<file path="src/dtc_consts.svh">
// Constants of the dual timer/counter pair
// Operation
// Timer function counts once per machine cycle
// Counter samples count pin once per cycle
// Falling edge count appears next machine cycle
// Count pin levels last one machine cycle
// Run bit turns each counter on/off
// Rollover sets flag; vectoring clears it
// Count only when run and gate allow
// Source bit selects pin edges or cycles
// Mode register holds one nibble per counter
// Mode 0 is 13-bit with 5-bit prescaler
// Setting run bit keeps count registers
// Mode 1 is a full 16-bit counter
// Mode 2 reloads low byte from high
// Counter 1 in mode 3 holds count
// Split mode: low byte own, high byte timer
// Counter 1 still runs baud clock in split
// Software byte write beats an increment
`ifndef DTC_CONSTS_SVH
`define DTC_CONSTS_SVH
`define DTC_OFF_RUNCTL 8'h88
`define DTC_OFF_MODE 8'h89
`define DTC_OFF_LO0 8'h8a
`define DTC_OFF_LO1 8'h8b
`define DTC_OFF_HI0 8'h8c
`define DTC_OFF_HI1 8'h8d
`define DTC_OFF_IST 8'h90
`define DTC_OFF_IMSK 8'h91
`define DTC_RUNCTL_OVF1 7
`define DTC_RUNCTL_RUN1 6
`define DTC_RUNCTL_OVF0 5
`define DTC_RUNCTL_RUN0 4
`define DTC_MODE_RST 8'h00
`define DTC_OSC_PER_MC 12
`define DTC_PH_LAST 4'hb
`define DTC_PH_SAMPLE 4'h9
`define DTC_PH_UPDATE 4'h4
`endif

</file>
<file path="src/dtc_pkg.sv">
// Types of the dual timer/counter pair
package dtc_pkg;
	typedef enum logic [1:0] {
		DTC_M13 = 2'b00,
		DTC_M16 = 2'b01,
		DTC_MRLD = 2'b10,
		DTC_MSPLIT = 2'b11
	} dtc_mode_type;
	typedef struct packed {
		logic gate;
		logic ext;
		dtc_mode_type mode;
	} dtc_ctl_type;
	typedef struct packed {
		logic ovf;
		logic [7:0] hi;
		logic [7:0] lo;
	} dtc_cnt_type;
endpackage : dtc_pkg

</file>
<file path="src/dtc_pin_sampler.sv">
// Pin synchroniser and machine-cycle falling-edge detector
`timescale 1ns/100ps
module dtc_pin_sampler (
	input wire logic clk,
	input wire logic rst,
	input wire logic pin,
	input wire logic samp_en,
	input wire logic upd_en,
	output logic level,
	output logic fall_ev
);
	logic s1_r;
	logic s2_r;
	logic smp_r;
	logic pend_r;
	wire fall_seen = samp_en & smp_r & ~s2_r;
	always_ff @(posedge clk or posedge rst) begin
		if (rst) begin
			s1_r <= 1'b0;
			s2_r <= 1'b0;
			smp_r <= 1'b0;
			pend_r <= 1'b0;
		end else begin
			s1_r <= pin;
			s2_r <= s1_r;
			// One sample per machine cycle; shorter levels may be missed
			if (samp_en) begin
				smp_r <= s2_r;
			end
			if (fall_seen) begin
				pend_r <= 1'b1;
			end else if (upd_en) begin
				pend_r <= 1'b0;
			end
		end
	end
	assign level = s2_r;
	assign fall_ev = upd_en & pend_r;
endmodule : dtc_pin_sampler

</file>
<file path="src/dtc_timer_pair.sv">
// Dual timer/counter pair with register port and interrupt
//
// Our own choice: the strobed register port.
`timescale 1ns/100ps
`include "dtc_consts.svh"
module dtc_timer_pair (
	input wire logic clk,
	input wire logic rst,
	input wire logic [7:0] addr,
	input wire logic [7:0] wdata,
	input wire logic wr,
	input wire logic rd,
	output logic [7:0] rdata,
	input wire logic count_pin_zero,
	input wire logic count_pin_one,
	input wire logic gate_pin_zero,
	input wire logic gate_pin_one,
	input wire logic vector_ack_zero,
	input wire logic vector_ack_one,
	output logic overflow_flag_zero,
	output logic overflow_flag_one,
	output logic baud_tick,
	output logic irq
);
	logic [3:0] ph_r;
	logic run_bit_zero_r;
	logic run_bit_one_r;
	logic ovf0_r;
	logic ovf1_r;
	logic [7:0] mode_r;
	logic [7:0] lo0_r;
	logic [7:0] hi0_r;
	logic [7:0] lo1_r;
	logic [7:0] hi1_r;
	logic [1:0] ist_r;
	logic [1:0] msk_r;
	logic [7:0] rdata_r;
	logic irq_r;
	logic baud_r;
	logic [3:0] pin_lvl;
	logic [3:0] pin_ev;
	dtc_pkg::dtc_ctl_type ctl0;
	dtc_pkg::dtc_ctl_type ctl1;
	dtc_pkg::dtc_cnt_type c0;
	dtc_pkg::dtc_cnt_type c1;

	// Next value of one counter for one enable; split mode only steps the low byte
	function automatic dtc_pkg::dtc_cnt_type dtc_step(
		input dtc_pkg::dtc_mode_type md,
		input logic [7:0] hi,
		input logic [7:0] lo,
		input logic en
	);
		dtc_pkg::dtc_cnt_type r;
		logic [13:0] s13;
		logic [16:0] s16;
		logic [8:0] s8;
		r.ovf = 1'b0;
		r.hi = hi;
		r.lo = lo;
		s13 = {1'b0, hi, lo[4:0]} + 14'h1;
		s16 = {1'b0, hi, lo} + 17'h1;
		s8 = {1'b0, lo} + 9'h1;
		if (en) begin
			case (md)
				dtc_pkg::DTC_M13: begin
					// Upper three low-byte bits are left alone
					r.hi = s13[12:5];
					r.lo = {lo[7:5], s13[4:0]};
					r.ovf = s13[13];
				end
				dtc_pkg::DTC_M16: begin
					r.hi = s16[15:8];
					r.lo = s16[7:0];
					r.ovf = s16[16];
				end
				dtc_pkg::DTC_MRLD: begin
					r.lo = s8[8] ? hi : s8[7:0];
					r.ovf = s8[8];
				end
				dtc_pkg::DTC_MSPLIT: begin
					r.lo = s8[7:0];
					r.ovf = s8[8];
				end
				default: begin
					r.ovf = 1'b0;
				end
			endcase
		end
		return r;
	endfunction : dtc_step

	// Machine cycle phase counter: every rate is derived from it
	wire ph_wrap = ph_r == `DTC_PH_LAST;
	wire mc_tick = ph_r == `DTC_PH_UPDATE;
	wire samp_en = ph_r == `DTC_PH_SAMPLE;

	wire [3:0] pins = {gate_pin_one, gate_pin_zero, count_pin_one, count_pin_zero};
	genvar gi;
	generate
		for (gi = 0; gi < 4; gi++) begin : g_pin
			dtc_pin_sampler u_smp (
				.clk(clk),
				.rst(rst),
				.pin(pins[gi]),
				.samp_en(samp_en),
				.upd_en(mc_tick),
				.level(pin_lvl[gi]),
				.fall_ev(pin_ev[gi])
			);
		end
	endgenerate

	// Register decode
	wire wr_runctl = wr & (addr == `DTC_OFF_RUNCTL);
	wire wr_mode = wr & (addr == `DTC_OFF_MODE);
	wire wr_lo0 = wr & (addr == `DTC_OFF_LO0);
	wire wr_lo1 = wr & (addr == `DTC_OFF_LO1);
	wire wr_hi0 = wr & (addr == `DTC_OFF_HI0);
	wire wr_hi1 = wr & (addr == `DTC_OFF_HI1);
	wire wr_ist = wr & (addr == `DTC_OFF_IST);
	wire wr_msk = wr & (addr == `DTC_OFF_IMSK);

	assign ctl0 = dtc_pkg::dtc_ctl_type'(mode_r[3:0]);
	assign ctl1 = dtc_pkg::dtc_ctl_type'(mode_r[7:4]);
	wire split0 = ctl0.mode == dtc_pkg::DTC_MSPLIT;
	wire hold1 = ctl1.mode == dtc_pkg::DTC_MSPLIT;

	// Count enables
	wire gate_ok0 = ~ctl0.gate | pin_lvl[2];
	wire gate_ok1 = ~ctl1.gate | pin_lvl[3];
	wire src0 = ctl0.ext ? pin_ev[0] : mc_tick;
	wire src1 = ctl1.ext ? pin_ev[1] : mc_tick;
	wire en0 = run_bit_zero_r & gate_ok0 & src0;
	wire en1 = run_bit_one_r & gate_ok1 & src1 & ~hold1;
	wire en_h0 = split0 & run_bit_one_r & mc_tick;

	assign c0 = dtc_step(ctl0.mode, hi0_r, lo0_r, en0);
	assign c1 = dtc_step(ctl1.mode, hi1_r, lo1_r, en1);
	wire [8:0] h0_sum = {1'b0, hi0_r} + 9'h1;
	wire ovf_h0 = en_h0 & h0_sum[8];

	// Software write wins over a same-cycle increment
	wire [7:0] lo0_nxt = wr_lo0 ? wdata : c0.lo;
	wire [7:0] hi0_nxt = wr_hi0 ? wdata : (en_h0 ? h0_sum[7:0] : c0.hi);
	wire [7:0] lo1_nxt = wr_lo1 ? wdata : c1.lo;
	wire [7:0] hi1_nxt = wr_hi1 ? wdata : c1.hi;

	// In split mode the high byte of counter 0 owns flag one
	wire ev0 = c0.ovf;
	wire ev1 = split0 ? ovf_h0 : c1.ovf;

	// Hardware set beats both a software write and a vector clear
	wire ovf0_base = wr_runctl ? wdata[`DTC_RUNCTL_OVF0] : ovf0_r;
	wire ovf1_base = wr_runctl ? wdata[`DTC_RUNCTL_OVF1] : ovf1_r;
	wire ovf0_nxt = ev0 | (ovf0_base & ~vector_ack_zero);
	wire ovf1_nxt = ev1 | (ovf1_base & ~vector_ack_one);
	wire run0_nxt = wr_runctl ? wdata[`DTC_RUNCTL_RUN0] : run_bit_zero_r;
	wire run1_nxt = wr_runctl ? wdata[`DTC_RUNCTL_RUN1] : run_bit_one_r;

	wire [1:0] ist_clr = wr_ist ? wdata[1:0] : 2'b00;
	wire [1:0] ist_nxt = {ev1, ev0} | (ist_r & ~ist_clr);
	wire [1:0] msk_nxt = wr_msk ? wdata[1:0] : msk_r;

	wire [7:0] runctl_rd = {ovf1_r, run_bit_one_r, ovf0_r, run_bit_zero_r, 4'h0};
	wire [7:0] rd_mux =
		(addr == `DTC_OFF_RUNCTL) ? runctl_rd :
		(addr == `DTC_OFF_MODE) ? mode_r :
		(addr == `DTC_OFF_LO0) ? lo0_r :
		(addr == `DTC_OFF_LO1) ? lo1_r :
		(addr == `DTC_OFF_HI0) ? hi0_r :
		(addr == `DTC_OFF_HI1) ? hi1_r :
		(addr == `DTC_OFF_IST) ? {6'h00, ist_r} :
		(addr == `DTC_OFF_IMSK) ? {6'h00, msk_r} : 8'h00;

	always_ff @(posedge clk or posedge rst) begin
		if (rst) begin
			ph_r <= 4'h0;
		end else begin
			ph_r <= ph_wrap ? 4'h0 : ph_r + 4'h1;
		end
	end

	always_ff @(posedge clk or posedge rst) begin
		if (rst) begin
			run_bit_zero_r <= 1'b0;
			run_bit_one_r <= 1'b0;
			ovf0_r <= 1'b0;
			ovf1_r <= 1'b0;
			mode_r <= `DTC_MODE_RST;
		end else begin
			run_bit_zero_r <= run0_nxt;
			run_bit_one_r <= run1_nxt;
			ovf0_r <= ovf0_nxt;
			ovf1_r <= ovf1_nxt;
			if (wr_mode) begin
				mode_r <= wdata;
			end
		end
	end

	// Count bytes are not cleared by the run bit, only by reset
	always_ff @(posedge clk or posedge rst) begin
		if (rst) begin
			lo0_r <= 8'h00;
			hi0_r <= 8'h00;
			lo1_r <= 8'h00;
			hi1_r <= 8'h00;
		end else begin
			lo0_r <= lo0_nxt;
			hi0_r <= hi0_nxt;
			lo1_r <= lo1_nxt;
			hi1_r <= hi1_nxt;
		end
	end

	always_ff @(posedge clk or posedge rst) begin
		if (rst) begin
			ist_r <= 2'b00;
			msk_r <= 2'b00;
			irq_r <= 1'b0;
			rdata_r <= 8'h00;
			baud_r <= 1'b0;
		end else begin
			ist_r <= ist_nxt;
			msk_r <= msk_nxt;
			irq_r <= |(ist_r & msk_r);
			rdata_r <= rd ? rd_mux : 8'h00;
			baud_r <= c1.ovf;
		end
	end

	assign rdata = rdata_r;
	assign overflow_flag_zero = ovf0_r;
	assign overflow_flag_one = ovf1_r;
	assign baud_tick = baud_r;
	assign irq = irq_r;
endmodule : dtc_timer_pair

</file>
<file path="config.mk">
export PLATFORM = sky130hd
export DESIGN_NAME = dtc_timer_pair
export DESIGN_NICKNAME = d
export VERILOG_FILES = /design/src/dtc_pkg.sv /design/src/dtc_pin_sampler.sv /design/src/dtc_timer_pair.sv
export VERILOG_INCLUDE_DIRS = /design/src
export SDC_FILE = /design/constraint.sdc
export NUM_CORES = 1
export LEC_CHECK = 0
export BUFFER_PORTS_ARGS = -buffer_cell sky130_fd_sc_hd__clkbuf_2
export CAP_MARGIN = 20
export CELL_PAD_IN_SITES_DETAIL_PLACEMENT = 0
export CELL_PAD_IN_SITES_GLOBAL_PLACEMENT = 1
export CORE_MARGIN = 4
export CORE_UTILIZATION = 50
export DETAILED_ROUTE_END_ITERATION = 8
export GPL_ROUTABILITY_DRIVEN = 0
export GPL_TIMING_DRIVEN = 0
export PLACE_DENSITY_LB_ADDON = 0.15
export SKIP_CTS_REPAIR_TIMING = 1
export SLEW_MARGIN = 20
export SYNTH_ARGS = -nofsm -noshare
export SYNTH_HDL_FRONTEND = slang
export SYNTH_SLANG_ARGS = --single-unit
</file>
<file path="constraint.sdc">
create_clock -name clk -period 4.25 [get_ports clk]
set_clock_uncertainty 0.2 [all_clocks]
set_input_delay 0.2125 -clock clk [delete_from_list [all_inputs] [get_ports clk]]
set_output_delay 0.2125 -clock clk [all_outputs]
set_load 0.1 [all_outputs]
</file>
==> results of run 1 <==
==> metrics by stage <==
step                      setup WS (ps)  std cells
after CTS                          1310        624
after floorplan                    1920        466
after global routing                972        632
final                              1150        632
after detailed placement           1340        608
after global placement             1070        607
==> registers in the layout, indices dropped and copies added, names as in the netlist, 4 cells and up <==
| register | cells |
|---|---|
| hi1_r | 8 |
| lo0_r | 8 |
| g_pin.u_smp.s1_r | 4 |
| hi0_r | 8 |
| ph_r | 4 |
| rdata | 8 |
| mode_r | 8 |
| lo1_r | 8 |
| g_pin.u_smp.level | 4 |
==> cell usage in the layout (no fill, tap or decap), types with 3 or more instances in the layout <==
cell / count
o21ai_0: 31
xnor2_1: 13
and4_1: 3
a21oi_1: 26
clkbuf_8: 9
a211oi_1: 3
inv_1: 13
o21ai_1: 4
and3_1: 7
nand2_1: 64
nor2_1: 41
dlygate4sd3_1: 8
nand4_1: 4
o31ai_1: 7
o22ai_1: 3
a31oi_1: 7
nor3_1: 6
mux2_2: 20
dfrtp_1: 74
a21o_1: 5
a22oi_1: 4
nor2b_1: 5
nand3_1: 19
nand2b_1: 6
xor2_1: 8
mux2i_1: 11
clkbuf_2: 36
buf_2: 7
ha_1: 6
clkbuf_1: 9
and2_1: 6
mux4_2: 4
==> routing by layer <==
| metal | global-route usage [%] | up-vias | wire, um |
|---|---|---|---|
| li1 | - | 1789 | - |
| met5 | 0 | - | 0 |
| met3 | 4.55 | 38 | 726 |
| met2 | 40.2 | 155 | 5690 |
| met4 | 10.0 | 0 | 404 |
| met1 | 33.6 | 1813 | 5170 |
==> synth_stat cells (all sizes together), types with 4 or more instances <==
| library cell | count |
|---|---|
| a211oi | 5 |
| and2 | 6 |
| o21ai | 36 |
| nand3 | 20 |
| o31ai | 7 |
| dfrtp | 74 |
| and3 | 7 |
| nand4 | 4 |
| ha | 6 |
| nor2 | 41 |
| inv | 14 |
| mux4 | 4 |
| a22oi | 4 |
| xor2 | 8 |
| mux2i | 11 |
| a21o | 5 |
| nor2b | 5 |
| nor3 | 8 |
| a31oi | 7 |
| nand2 | 64 |
| clkbuf | 9 |
| a21oi | 26 |
| mux2 | 20 |
| nand2b | 6 |
| buf | 10 |
| xnor2 | 13 |
==> kinds of logic (layout without fill, tap and decap cells) <==
family          count (synthesis)  after routing
flops                          74             74
compound gates                115            115
buf+inv                        33             94
fa+ha+maj                       6              6
xor+xnor                       21             21
mux                            35             35
simple gates                  182            182
==> critical path, stage by stage, from the launching register on <==
cell and delay (ps):
dfrtp_1 430, inv_1 70, ha_1 220, and4b_1 340, nand4_1 390, a2111oi_0 930, a22oi_1 290, o21ai_0 150
==> where the power goes <==
part           internal (uW)  leakage (uW)  switching, uW
sequential               745      0.000867           68.4
combinational            130       0.00119            169
clock                    222     0.0000884            300
==> worst paths after layout <==
check	from	to	slack [ps]
min in group asynchronous	rst	lo1_r[6]$_DFFE_PP0P_	130
max in group asynchronous	rst	lo0_r[0]$_DFFE_PP0P_	3170
min	wdata[3]	lo0_r[3]$_DFFE_PP0P_	-5
min reg2reg	g_pin[1].u_smp.s1_r$_DFF_PP0_	g_pin[1].u_smp.level$_DFF_PP0_	150
max reg2reg	ph_r[0]$_DFF_PP0_	overflow_flag_one$_DFF_PP0_	1150
max	ph_r[0]$_DFF_PP0_	overflow_flag_one$_DFF_PP0_	1150
==> final cells by class <==
class / instances / share of cell area, %
multi-input cells: 359 / 47.9
flip-flops and latches: 74 / 37.1
repair buffers: 45 / 5.77
well taps: 105 / 2.64
clock buffers: 9 / 2.48
plain buffers: 19 / 1.76
clock inverters: 7 / 1.23
inverters: 14 / 1.10
==> results.md, run 1 <==
- Syn nets: 498
- Pwr Density: 328 nW/um^2
- Synth Area per Inst: 9.39 um^2
- Final ANT Viol Nets: 0
- CTS sink count: 74
- Clock-pin slew on the worst setup and hold paths: 90 ps
- R2R depth: 7
- Primary FF master, synth: dfrtp_1
- Max_cap viols: 0
- Hold Path Cell Cnt: 3
- Total CTS buffers: 9
- N_diodes: 0
- Residual DRC: 0
- Cells after Synth: 466
- Tcrit/Tclk final: 72.9%
- First-pass GRT wire length: 19.6 mm
- EDFF count, synth: 0
- Total routed wirelength: 12.0 mm
- GRT Overall Usage: 25.1%
- Utilization after layout: 59.5%
- Mux contribution to synthesized area: 9.72%
- Slew headroom: 30.2%
- DR vias: 3795
- Total I/O pin count: 38
- Nets: 554
- Largest net degree at the start of global routing: 57
- Unrepaired setup endpoints after global routing: false
- H-tree depth: 3
- Dominant cell type by area after synthesis: dfrtp_1
- Worst slew pin tran: 1020 ps
- DR pass1 iterations: 5
- Initial DRC Count: 293
- Die area: 10300 um^2
- Crit path arrival time: 3180 ps
- CP Data Required Time: 4330 ps
- Post-Synth Simple-Gate Area: 21.7%
- Status: finished with violations
- Global route overflow: 0
- Final setup viols: 0
- Core area: 8380 um^2
- Element type at the critical path end: register
- Worst hold slack: -4.63 ps
- Fin area: 4980 um^2
- DIE HEIGHT: 102 um
- Antenna violations before repair: 0
- Multi-input gate area: 2390 um^2
- Crit start category: register
- Sequential fraction of the synthesis area: 42.3%
- Hold/Removal Path Class: in2reg
- Worst vdd ir: 186 uV
- Layout cell share with drive strength beyond 1: 18.6%
- Tot Pwr: 1630 uW
- Peak Freq: 323 MHz
- Final count of hold timing violations: 1
- Synth Area in Compound Gates: 17.2%
- #FFs+latches synth: 74
- Post-Route Setup TNS: 0 ps
- Starting density of the core: 52.2%
- Clk root buf: clkbuf_8
- Via/cell ratio: 6.00
- Max-slew violation count: 0
- Clk Latency, worst-skew pair: 360 ps
- Synth top area cells: dfrtp_1 42%, nand2_1 5.5%, mux2_2 5.1%
- Library cells used by synthesis: 61
- Share of synthesized registers carrying an async set or reset: 100%
- # rows: 33
- Area Overhead vs Synth: 13.9%
- FF/Latch Area: 1850 um^2
- Layout fillers: 758
- Vias in the first global route: 3721
- Minimum clock period: 3100 ps
- Violated checks: negative hold slack
- IO buf count: 36
- Placed instance area: 4720 um^2
- Post-Synth Adder-Cell Area: 1.71%
- LEAKAGE: 0.00215 uW
- Crit path max fanout: 9
- CTS tree: done
- Clk buf depth: 2
- Warnings from Yosys: 0
- Largest family of logic cells by synthesized area: simple AND/OR/NAND/NOR gates
- Die W: 102 um
- Hpwl dp: 8.80 mm
- Synth Area in XOR/XNOR: 4.20%
- CP Class: reg2reg
- Synth top area share: 42.3%
- Synthesized area: 4380 um^2
- Wire per inst: 19.0 um
Power figures use the tool's default switching activity.
==> inputs of run 2 (changes only) <==
Settings changed: ABC_AREA from default to 1, CORE_UTILIZATION 50 to 44.
Clock period 4.25 ns to 3.25 ns, I/O delays scaled along.
==> results.md, run 2 <==
- CTS sink count: 74
- LEAKAGE: 0.00279 uW
- Max-slew violation count: 0
- CP Data Required Time: 3340 ps
- Status: finished with violations
- Most frequent cells in the layout: 210 x nand2_1, 94 x inv_1, 74 x dfrtp_1
- Worst hold slack: -40.8 ps
- Layout cell share with drive strength beyond 1: 13.0%
- R2R setup slack: 950 ps
- Worst Hold Path EP: hi0_r[2]$_DFFE_PP0P_
- Starting density of the core: 44.9%
- Via/cell ratio: 5.61
- Reg-to-Reg End: hi0_r[0]$_DFFE_PP0P_
- # rows: 39
- Area Overhead vs Synth: 15.6%
- Crit path max fanout: 7
- GR Layer Usage met3: 3.50%
- Hold Path Cell Cnt: 5
- Peak Freq: 435 MHz
- Total CTS buffers: 9
- DR pass1 iterations: 5
- Placed cells: 922
- IO buf count: 36
- Warnings from Yosys: 0
- Element type at the critical path end: register
- Antenna violations before repair: 0
- Crit path arrival time: 2390 ps
- Initial DRC Count: 417
- Residual DRC: 0
- First-pass GRT wire length: 26.8 mm
- Violated checks: negative hold slack
- Commonest non-fill, non-tap cell in the layout: nand2_1
- EDFF count, synth: 0
- H-tree depth: 3
- CTS tree: done
- Crit start category: register
- Synth top area share: 36.1%
- Final count of hold timing violations: 2
- Primary FF master, synth: dfrtp_1
- Sequential fraction of the synthesis area: 36.1%
- Worst slew pin tran: 776 ps
- Clk buf depth: 2
- Synthesized area: 5120 um^2
- Worst vdd ir: 303 uV
- Nets: 835
- Slew headroom: 48.1%
- GRT Overall Usage: 26.2%
- Tcrit/Tclk final: 70.7%
- Unrepaired setup endpoints after global routing: false
- GRT met2 Usage: 40.4%
- Synth Area per Inst: 6.91 um^2
- Hold_sp: wdata[2]
- Die W: 116 um
- Final ANT Viol Nets: 0
- Cells after Synth: 742
- Minimum clock period: 2300 ps
- N_diodes: 0
- Clock-pin slew on the worst setup and hold paths: 60 ps
- Library cells used by synthesis: 46
- DIE HEIGHT: 116 um
- Fin cells: 951
- CP Class: reg2reg
- Synth top cells by count: 210 x nand2_1, 95 x inv_1, 74 x dfrtp_1, 66 x nand3_1, 57 x o21ai_0
- Post-Route Setup TNS: 0 ps
- #FFs+latches synth: 74
- Wire per inst: 17.5 um
- DR vias: 5337
- RR Startpoint: ph_r[0]$_DFF_PP0_
- Pwr Density: 378 nW/um^2
- Hold/Removal Path Class: in2reg
- Share of synthesized registers carrying an async set or reset: 100%
- Hpwl dp: 12.6 mm
- Syn nets: 774
- GRT busiest layer: met2
- Max_cap viols: 0
- Global route overflow: 0
- Core area: 11400 um^2
- Total I/O pin count: 38
- Synth top area cells: dfrtp_1 36%, nand2_1 15%, inv_1 7.0%
- Largest net degree at the start of global routing: 54
- Clk Latency, worst-skew pair: 350 ps
- Clk root buf: clkbuf_16
- Total routed wirelength: 16.7 mm
- Most frequent cell after synthesis: nand2_1
- M1 GR Usage: 36.2%
- Final setup viols: 0
- Die area: 13400 um^2
- Dominant cell type by area after synthesis: dfrtp_1
- Vias in the first global route: 5113
- R2R depth: 8
==> run 2: cell type report <==
class / instances / area, um^2
multi-input cells: 549 / 2790
well taps: 143 / 179
clock buffers: 11 / 243
repair buffers: 50 / 338
flip-flops and latches: 74 / 1850
plain buffers: 16 / 91.3
clock inverters: 5 / 37.5
fillers: 1192 / 5490
inverters: 103 / 390
==> run 2: critical path, cell delays in order (launching register included) <==
cell	delay (ps)
dfrtp_1	400
inv_1	110
ha_1	200
nand3_4	140
inv_1	110
nand4_1	320
a21oi_1	520
nand3_1	150
nand2_1	100
==> run 2: worst max-delay path by stage <==
stage	from	endpoint	slack, ps	depth (start not counted)
3_5_place_dp	ph_r[0]$_DFF_PP0_	hi0_r[0]$_DFFE_PP0P_	990	8
2_1_floorplan	rst	baud_tick$_DFF_PP0_	1010	1
5_1_grt	ph_r[0]$_DFF_PP0_	hi0_r[0]$_DFFE_PP0P_	720	8
6_report	ph_r[0]$_DFF_PP0_	hi0_r[0]$_DFFE_PP0P_	950	8
4_1_cts	ph_r[0]$_DFF_PP0_	hi0_r[0]$_DFFE_PP0P_	970	8
3_3_place_gp	rst	g_pin[2].u_smp.level$_DFF_PP0_	50	2
==> run 2: kinds of logic after synthesis <==
family	synth area share (%)
AND/OR/NAND/NOR	37.0
AO/OA/AOI/OAI	13.7
buffers and inverters	9.35
flip-flops	36.1
XOR/XNOR	2.39
adder cells (fa/ha/maj)	1.46
==> run 2: power by group <==
| group | internal, uW | switching [uW] | leakage (uW) |
|---|---|---|---|
| sequential | 963 | 46.3 | 0.000974 |
| combinational | 85.9 | 184 | 0.00169 |
| clock | 541 | 418 | 0.000132 |
==> run 2: routing by layer <==
metal  routed length (um)  vias up  part of all wire, %
met4                  590        0                  3.5
met1                 7500     2538                   45
li1                     -     2576                    -
met2                 7650      184                   46
met5                    0        -                    0
met3                  947       39                  5.7
==> run 2: stage by stage <==
step	hold slack [ps]	utilization [%]	total power, uW	setup WS (ps)	cell area (um^2)
detailed placement	-59.6	48.3	1280	987	5510
global placement	70.3	48.0	1270	49.6	5480
CTS	-435	50.7	2240	968	5790
global route	1.62	51.9	2330	724	5920
floorplan	-6.07	-	1180	1010	5120
finish	-40.8	51.9	2240	951	5920
==> inputs of run 3 (changes only) <==
Settings changed: ABC_AREA 1 to 0, CORE_UTILIZATION 44 to 42.
Clock period 3.25 ns to 2.1 ns, I/O delays scaled along.
==> results.md, run 3 (synthesized netlist as in run 1, its figures left out) <==
- Status: finished with violations
- Violated checks: negative hold slack, negative setup slack
- Final ANT Viol Nets: 0
- Total CTS buffers: 9
- Most frequent cells in the layout: 67 x dfrtp_1, 63 x nand2_1, 37 x clkbuf_2
- Pwr Density: 616 nW/um^2
- Max_cap viols: 0
- Slew headroom: 57.6%
- Via/cell ratio: 5.57
- Antenna violations before repair: 0
- Total routed wirelength: 13.3 mm
- Crit path arrival time: 2480 ps
- CP Class: reg2reg
- Worst slew pin tran: 635 ps
- Global route overflow: 0
- FF/Latch Area: 1860 um^2
- Starting density of the core: 42.8%
- R2R depth: 8
- Clk Latency, worst-skew pair: 370 ps
- Element type at the critical path end: register
- Final setup viols: 27
- GRT Overall Usage: 22.9%
- IO buf count: 36
- RR Startpoint: ph_r[0]$_DFF_PP0_
- Crit path max fanout: 7
- Peak Freq: 412 MHz
- Nets: 583
- First-pass GRT wire length: 20.5 mm
- Worst Hold Path EP: lo0_r[1]$_DFFE_PP0P_
- Layout cell share with drive strength beyond 1: 29.7%
- Largest net degree at the start of global routing: 35
- Unrepaired setup endpoints after global routing: true
- Cell Int Power: 2360 uW
- Worst vdd ir: 505 uV
- Tcrit/Tclk final: 116%
- Die area: 12100 um^2
- N_diodes: 0
- Minimum clock period: 2430 ps
- Residual DRC: 0
- Placed instance area: 4810 um^2
- CTS tree: done
- Combinational share of power: 20.4%
- H-tree depth: 3
- Reg-to-Reg End: hi0_r[5]$_DFFE_PP0P_
- DR vias: 3851
- Hold/Removal Path Class: in2reg
- Clock-pin slew on the worst setup and hold paths: 80 ps
- Crit start category: register
- Area Overhead vs Synth: 28.1%
- # rows: 37
- Post-Route Setup TNS: -3790 ps
- Worst hold slack: -18.6 ps
- LEAKAGE: 0.00237 uW
- Multi-input gate area: 2680 um^2
- Switching part of the total: 31.8%
- Critical path origin: ph_r[0]$_DFF_PP0_
- Hold Path Cell Cnt: 4
- DIE HEIGHT: 110 um
- Wire per inst: 19.2 um
- Core area: 10200 um^2
- Die W: 110 um
- Fin area: 5610 um^2
- Clk buf depth: 2
- CTS sink count: 74
- CP Data Required Time: 2150 ps
- Commonest non-fill, non-tap cell in the layout: dfrtp_1
- Initial DRC Count: 169
- Max-slew violation count: 0
- Hpwl dp: 9.34 mm
- Sw Pwr: 1100 uW
- Final count of hold timing violations: 5
- Hold_sp: wr
- Layout fillers: 930
- Total I/O pin count: 38
- Clk root buf: clkbuf_8
- Vias in the first global route: 3726
- Flop pwr share: 47.8%
- DR pass1 iterations: 4
- R2R setup slack: -330 ps
- Clock share of power: 31.8%
- Slack of the critical path: -329 ps
-- run 3: area by class of cell --
| cell class | instances | share of cell area (%) |
|---|---|---|
| Tap cell | 136 | 3.03 |
| Timing Repair Buffer | 76 | 9.95 |
| Multi-Input combinational cell | 359 | 47.8 |
| Clock buffer | 10 | 2.28 |
| Inverter | 14 | 1.00 |
| Sequential cell | 74 | 33.2 |
| Buffer | 17 | 1.72 |
| Clock inverter | 5 | 1.00 |
-- run 3: worst max-delay path by stage --
| stage | endpoint | slack (ps) | depth (start not counted) |
|---|---|---|---|
| after floorplan | hi0_r[5]$_DFFE_PP0P_ | -170 | 9 |
| after global placement | overflow_flag_one$_DFF_PP0_ | -850 | 7 |
| after detailed placement | overflow_flag_one$_DFF_PP0_ | -820 | 7 |
| after CTS | overflow_flag_one$_DFF_PP0_ | -860 | 7 |
| after global routing | hi0_r[5]$_DFFE_PP0P_ | -450 | 8 |
| final | hi0_r[5]$_DFFE_PP0P_ | -330 | 8 |
-- run 3: layer usage --
layer  global-route usage [%]  up-vias  share of wire [%]
met4                     7.74        0                1.6
met3                     5.24       15                5.6
met5                        0        -                  0
li1                         -     1849                  -
met2                     37.2       92                 49
met1                     30.2     1895                 44
-- run 3: worst max-delay path: stages (launching register included) --
cell and delay (ps):
dfrtp_2 420, inv_2 70, ha_4 140, nand3b_4 70
or4_4 640, a211oi_4 330, o2111ai_2 170, xor2_1 200
o21ai_2 60
-- run 3: through the flow --
stage               hold slack [ps]  total power, uW  setup slack, ps  util [%]  std cells
floorplan                     -63.6             2080             -169         -        466
global placement               14.2             2270             -849      46.6        638
detailed placement             -122             2280             -816      47.0        640
CTS                            -532             3390             -859      48.8        655
global route                   4.84             3650             -445      54.8        691
finish                        -18.6             3460             -329      54.8        691
-- run 3: power groups by stage --
stage / clock network [uW] / logic [uW] / registers [uW]
5_1_grt: 1190 / 785 / 1670
2_1_floorplan: 0 / 444 / 1630
3_3_place_gp: 0 / 590 / 1680
6_report: 1100 / 705 / 1650
4_1_cts: 1130 / 613 / 1650
3_5_place_dp: 0 / 609 / 1670
